### config.mk
export PLATFORM = sky130hd
export DESIGN_NAME = pasf_status_flags
export DESIGN_NICKNAME = d
export VERILOG_FILES = /design/src/pasf_pkg.sv /design/src/pasf_status_flags.sv /design/src/pasf_sticky_bit.sv
export SDC_FILE = /design/constraint.sdc
export NUM_CORES = 1
export LEC_CHECK = 0
export BUFFER_PORTS_ARGS = -buffer_cell sky130_fd_sc_hd__buf_2
export CAP_MARGIN = 20
export CORE_MARGIN = 3
export CORE_UTILIZATION = 38
export CTS_BUF_LIST = sky130_fd_sc_hd__clkbuf_8
export DETAILED_ROUTE_END_ITERATION = 16
export PLACE_DENSITY = 0.77
export REMOVE_ABC_BUFFERS = 1
export SLEW_MARGIN = 30
export SYNTH_ARGS = -nofsm -noshare
export SYNTH_HDL_FRONTEND = slang
export SYNTH_SLANG_ARGS = --single-unit
### constraint.sdc
create_clock -name i_clk_sys -period 0.8 [get_ports i_clk_sys]
set_input_delay 0.04 -clock i_clk_sys [delete_from_list [all_inputs] [get_ports i_clk_sys]]
set_output_delay 0.04 -clock i_clk_sys [all_outputs]
set_load 0.01 [all_outputs]
### src/pasf_pkg.sv
// package: register map, field positions and reset values of the alarm status group
// What this block does
// - Bit 7 of the lock and skew status register reads 1 while a coarse skew change is applied.
// - Bit 0 of the lock and skew status register reads 1 while the pll is unlocked.
// - After reset the lock and skew status register reads 0x01.
// - The input signal loss sticky flag in bit 1 latches on live input loss and holds until cleared.
// - A set input signal loss flag drives the interrupt when enabled and not masked.
// - The reference signal loss sticky flag in bit 0 latches on live reference loss and holds.
// - A set reference signal loss flag drives the interrupt when enabled and not masked.
// - The lock loss sticky flag in bit 1 latches on live lock loss and drives the interrupt.
// - Writing 0 to a sticky bit clears it and withdraws its interrupt contribution.
// - After reset the signal loss sticky register reads 0x1f.
// - After reset the lock loss sticky register reads 0x02.
// - Live input signal loss is 1 while the detector flags the selected input clock.
// - Live reference signal loss is 1 while the detector flags the reference input.
package pasf_pkg;
   localparam logic [7:0] ADDR_LOCK_SKEW = 8'h82;
   localparam logic [7:0] ADDR_SIG_STICKY = 8'h83;
   localparam logic [7:0] ADDR_LOCK_STICKY = 8'h84;
   localparam logic [7:0] ADDR_PART_HIGH = 8'h86;
   localparam logic [7:0] ADDR_PART_LOW_REV = 8'h87;
   localparam int BIT_SKEW_BUSY = 7;
   localparam int BIT_LOCK_LIVE = 0;
   localparam int BIT_INPUT_STICKY = 1;
   localparam int BIT_REF_STICKY = 0;
   localparam int BIT_LOCK_STICKY = 1;
   localparam logic [7:0] RESET_LOCK_SKEW = 8'h01;
   localparam logic [7:0] RESET_SIG_STICKY = 8'h1f;
   localparam logic [7:0] RESET_LOCK_STICKY = 8'h02;
   localparam logic [7:0] UNMAPPED_READ = 8'h00;
   // arbitrary identity values
   localparam logic [11:0] PART_NUMBER = 12'h5a5;
   localparam logic [3:0] REVISION = 4'h1;

   typedef struct packed {
      logic input_sig_lost_live;
      logic ref_sig_lost_live;
      logic lock_lost_live;
      logic skew_adjust_busy;
   } pasf_live_type;

   typedef struct packed {
      logic input_sig_lost_mask;
      logic ref_sig_lost_mask;
      logic lock_lost_mask;
      logic irq_enable;
   } pasf_mask_type;

   typedef struct packed {
      logic wr;
      logic rd;
      logic [7:0] addr;
      logic [7:0] wdata;
   } pasf_req_type;
endpackage : pasf_pkg

### src/pasf_status_flags.sv
// alarm status and sticky flag registers with masked interrupt output
module pasf_status_flags (
   // clock and reset
   input wire logic i_clk_sys,
   input wire logic i_reset,
   // internal register port
   input wire pasf_pkg::pasf_req_type i_req,
   output logic [7:0] o_rdata,
   // live detector and pll state
   input wire pasf_pkg::pasf_live_type i_live,
   // masks and interrupt pin enable from the mask registers
   input wire pasf_pkg::pasf_mask_type i_mask,
   // interrupt output, active high
   output logic o_irq
);
   logic input_sig_lost_sticky;
   logic ref_sig_lost_sticky;
   logic lock_lost_sticky;
   logic clr_input;
   logic clr_ref;
   logic clr_lock;
   logic [7:0] next_rdata;
   logic next_irq;

   // only a written zero clears; a written one is ignored
   assign clr_input = i_req.wr && i_req.addr == pasf_pkg::ADDR_SIG_STICKY
      && !i_req.wdata[pasf_pkg::BIT_INPUT_STICKY];
   assign clr_ref = i_req.wr && i_req.addr == pasf_pkg::ADDR_SIG_STICKY
      && !i_req.wdata[pasf_pkg::BIT_REF_STICKY];
   assign clr_lock = i_req.wr && i_req.addr == pasf_pkg::ADDR_LOCK_STICKY
      && !i_req.wdata[pasf_pkg::BIT_LOCK_STICKY];

   pasf_sticky_bit u_input_sticky (
      .i_clk_sys(i_clk_sys),
      .i_reset(i_reset),
      .i_reset_value(pasf_pkg::RESET_SIG_STICKY[pasf_pkg::BIT_INPUT_STICKY]),
      .i_live(i_live.input_sig_lost_live),
      .i_clear(clr_input),
      .o_flag(input_sig_lost_sticky)
   );

   pasf_sticky_bit u_ref_sticky (
      .i_clk_sys(i_clk_sys),
      .i_reset(i_reset),
      .i_reset_value(pasf_pkg::RESET_SIG_STICKY[pasf_pkg::BIT_REF_STICKY]),
      .i_live(i_live.ref_sig_lost_live),
      .i_clear(clr_ref),
      .o_flag(ref_sig_lost_sticky)
   );

   pasf_sticky_bit u_lock_sticky (
      .i_clk_sys(i_clk_sys),
      .i_reset(i_reset),
      .i_reset_value(pasf_pkg::RESET_LOCK_STICKY[pasf_pkg::BIT_LOCK_STICKY]),
      .i_live(i_live.lock_lost_live),
      .i_clear(clr_lock),
      .o_flag(lock_lost_sticky)
   );

   // read mux; reserved bits come from the reset images so they never change
   always_comb begin
      next_rdata = o_rdata;
      if (i_req.rd) begin
         if (i_req.addr == pasf_pkg::ADDR_LOCK_SKEW) begin
            next_rdata = pasf_pkg::RESET_LOCK_SKEW & 8'h7e;
            next_rdata[pasf_pkg::BIT_SKEW_BUSY] = i_live.skew_adjust_busy;
            next_rdata[pasf_pkg::BIT_LOCK_LIVE] = i_live.lock_lost_live;
         end else if (i_req.addr == pasf_pkg::ADDR_SIG_STICKY) begin
            next_rdata = pasf_pkg::RESET_SIG_STICKY & 8'hfc;
            next_rdata[pasf_pkg::BIT_INPUT_STICKY] = input_sig_lost_sticky;
            next_rdata[pasf_pkg::BIT_REF_STICKY] = ref_sig_lost_sticky;
         end else if (i_req.addr == pasf_pkg::ADDR_LOCK_STICKY) begin
            next_rdata = pasf_pkg::RESET_LOCK_STICKY & 8'hfd;
            next_rdata[pasf_pkg::BIT_LOCK_STICKY] = lock_lost_sticky;
         end else if (i_req.addr == pasf_pkg::ADDR_PART_HIGH) begin
            next_rdata = pasf_pkg::PART_NUMBER[11:4];
         end else if (i_req.addr == pasf_pkg::ADDR_PART_LOW_REV) begin
            next_rdata = {pasf_pkg::PART_NUMBER[3:0], pasf_pkg::REVISION};
         end else begin
            next_rdata = pasf_pkg::UNMAPPED_READ;
         end
      end
   end

   // read data holds until the next read request
   always_ff @(posedge i_clk_sys) begin
      if (i_reset) begin
         // live lock bit reads unlocked, busy clear, before any read is made
         o_rdata <= pasf_pkg::RESET_LOCK_SKEW;
      end else begin
         o_rdata <= next_rdata;
      end
   end

   assign next_irq = i_mask.irq_enable && (
      (input_sig_lost_sticky && !i_mask.input_sig_lost_mask)
      || (ref_sig_lost_sticky && !i_mask.ref_sig_lost_mask)
      || (lock_lost_sticky && !i_mask.lock_lost_mask));

   // registered, so the pin follows the flags one cycle later
   always_ff @(posedge i_clk_sys) begin
      if (i_reset) begin
         o_irq <= 1'b0;
      end else begin
         o_irq <= next_irq;
      end
   end
endmodule : pasf_status_flags

### src/pasf_sticky_bit.sv
// one held alarm flag: set by its live level, cleared by a written zero
module pasf_sticky_bit (
   // clock and reset
   input wire logic i_clk_sys,
   input wire logic i_reset,
   // control
   input wire logic i_reset_value,
   input wire logic i_live,
   input wire logic i_clear,
   // state
   output logic o_flag
);
   always_ff @(posedge i_clk_sys) begin
      if (i_reset) begin
         o_flag <= i_reset_value;
      end else if (i_live) begin
         // set beats a clear in the same cycle so no event is lost
         o_flag <= 1'b1;
      end else if (i_clear) begin
         o_flag <= 1'b0;
      end
   end
endmodule : pasf_sticky_bit

==> run metrics <==
synthesized cell area=561 µm²; first-pass GRT wire length=2.27 mm; final net count=133; Final Max Slew Viols=0; async set-reset flop share out of synthesis=0%; CTS tree=built; CTS Sinks=11; Worst VDD drop=0.729 mV; Seq/Total Area, Yosys=39.3%; RSZ-0062 raised after global routing=true; FILL cells=124; setup violators final=2; setup ws final=-0.0213 ns; failing checks=setup timing; clock buffer count from CTS=3; n_diodes=0; proportion of layout cells with a drive suffix above 1=52.9%; R2R cell count=2; max_cap viols=0; Die Area=1970 µm²; Max Clock Skew=0.00204 ns; Vias per Instance=5.12; vias in the first global route=578; htree depth=1; min-delay worst type=in2reg; DRC Markers=0; average size of a mapped cell=9.04 µm²; routed vias=609; Die Y=44.4 µm; main flop type after synthesis=dfxtp_1; worst slack, placed=-0.130 ns; Data arrival, critical path=0.94 ns; CP Capture Type=flip-flop; drt total wl=1.51 mm; hold_ws=0.0297 ns; Core Area=1350 µm²; Yosys cell types=33; Worst-Skew Late Latency=0.24 ns; Post-synth EDFFs=0; Max FO, Critical Path=3; crit path kind=reg2reg; drt pass-1 iters=4; CTS max path bufs=2; Initial Util=41.5%; Fin. Hold Viols=0; IO Port Bufs=29; GRT Resource Usage Total=15.7%; DR iter-0 viols=13; Overflow after GRT=0; WL per Instance=12.7 µm; Leakage=0.400 nW; I/O pin total=37; DIE WIDTH=44.4 µm; Max Freq=1220 MHz; outcome=complete, but fails checks; initial antenna violation count=0; CTS root buffer=clkbuf_8; WP data required=0.92 ns; Post-DRT Antenna Nets=0; Util after Layout=62.9%; DP HPWL=1.14 mm; Clock transition at path regs=0.05 ns; WHS Path Cells=2; # rows=13; pwr dens=1540 nW/µm²; synth warn=0; Tcrit/Tclk final=103%; Synth Register Bits=11; Final min period=0.821 ns; Layout area overhead=51.6%; Syn Inst Count=62; GPL Wtd Cong=0.824; Setup crit start kind=flip-flop; largest net degree at the start of global routing=7
[timing repair]
item	CTS	global route
gates cloned	0	0
hold buffers	0	0
buffers inserted	0	0
gates resized for setup	4	2
setup endpoints to repair	3	3
pin swaps	1	2
[area by class of cell]
| class | instances | area [µm²] | share of cell area (%) |
|---|---|---|---|
| clock buffers | 3 | 41.3 | 4.86 |
| well taps | 15 | 18.8 | 2.21 |
| repair buffers | 40 | 228 | 26.8 |
| flip-flops and latches | 11 | 224 | 26.4 |
| clock inverters | 1 | 3.75 | 0.442 |
| multi-input cells | 43 | 312 | 36.7 |
| inverters | 6 | 22.5 | 2.65 |
[synth_stat cells (2+ instances only)]
cell type / number / share of area, %
nor3_1: 4 / 3.6
nor4b_1: 2 / 3.1
a21oi_1: 2 / 1.8
a31oi_1: 2 / 2.2
dfxtp_1: 11 / 39
nand3_1: 2 / 1.8
nor2_1: 4 / 2.7
inv_1: 6 / 4.0
nand2_1: 4 / 2.7
o32ai_2: 2 / 5.8
[worst max-delay path, stage by stage (launching register included)]
cell and delay, ns:
dfxtp_2 0.33, a222oi_1 0.30, nor3b_1 0.08
[routing by layer]
metal | vias up | share of wire [%] | GRT usage (%)
met5 | - | 0 | 0
met4 | 0 | 2.7 | 11.4
met3 | 5 | 7.2 | 1.22
met2 | 26 | 44 | 24.1
met1 | 265 | 46 | 20.6
li1 | 313 | - | -
[state kept, by name, summed over array words and instances, names as in the netlist]
signal                 count
o_rdata                    7
o_irq                      1
u_lock_sticky.o_flag       1
u_ref_sticky.o_flag        1
u_input_sticky.o_flag      1
[power breakdown]
part	switching (W)	leakage (nW)	internal, W
registers	0.00000245	0.0878	0.000556
logic	0.000100	0.285	0.000107
clock network	0.000209	0.0269	0.000337
total	0.000312	0.400	0.00100
[layout by cell type, fill, tap and decap left out, drive strengths merged, types with 3 or more instances in the layout]
cell type  synthesis  routed
buf                2      40
dfxtp             11      11
inv                6       7
nor3               4       4
nand2              4       4
nor2               4       4
clkbuf             0       3
nand3              3       3
o32ai              3       3
[cells by family after synthesis]
group / count (synthesis) / share of synthesized area, %
flip-flops: 11 / 39.3
AND/OR/NAND/NOR: 26 / 29.0
buffers and inverters: 8 / 6.25
AO/OA/AOI/OAI: 15 / 23.2
XOR/XNOR: 1 / 1.56
other: 1 / 0.669
[final timing paths]
kind,from,end,slack [ns]
worst max-delay path,u_input_sticky.o_flag,o_irq,-0.02
worst min-delay path,i_req[17],u_lock_sticky.o_flag,0.03
worst max register to register,u_input_sticky.o_flag,o_irq,-0.02
worst min register to register,o_rdata[0],o_rdata[0],0.47
[per-stage QoR]
stage	TNS, ns	instance area (µm²)	instances	total power (W)
floorplan	0	548	60	0.000635
global placement	-0.376	795	115	0.000768
detailed placement	-0.549	795	115	0.000769
CTS	-0.0347	843	119	0.00132
global route	-0.151	850	119	0.00135
finish	-0.0277	850	119	0.00131
Note: power is estimated with default switching activity, not from simulation.
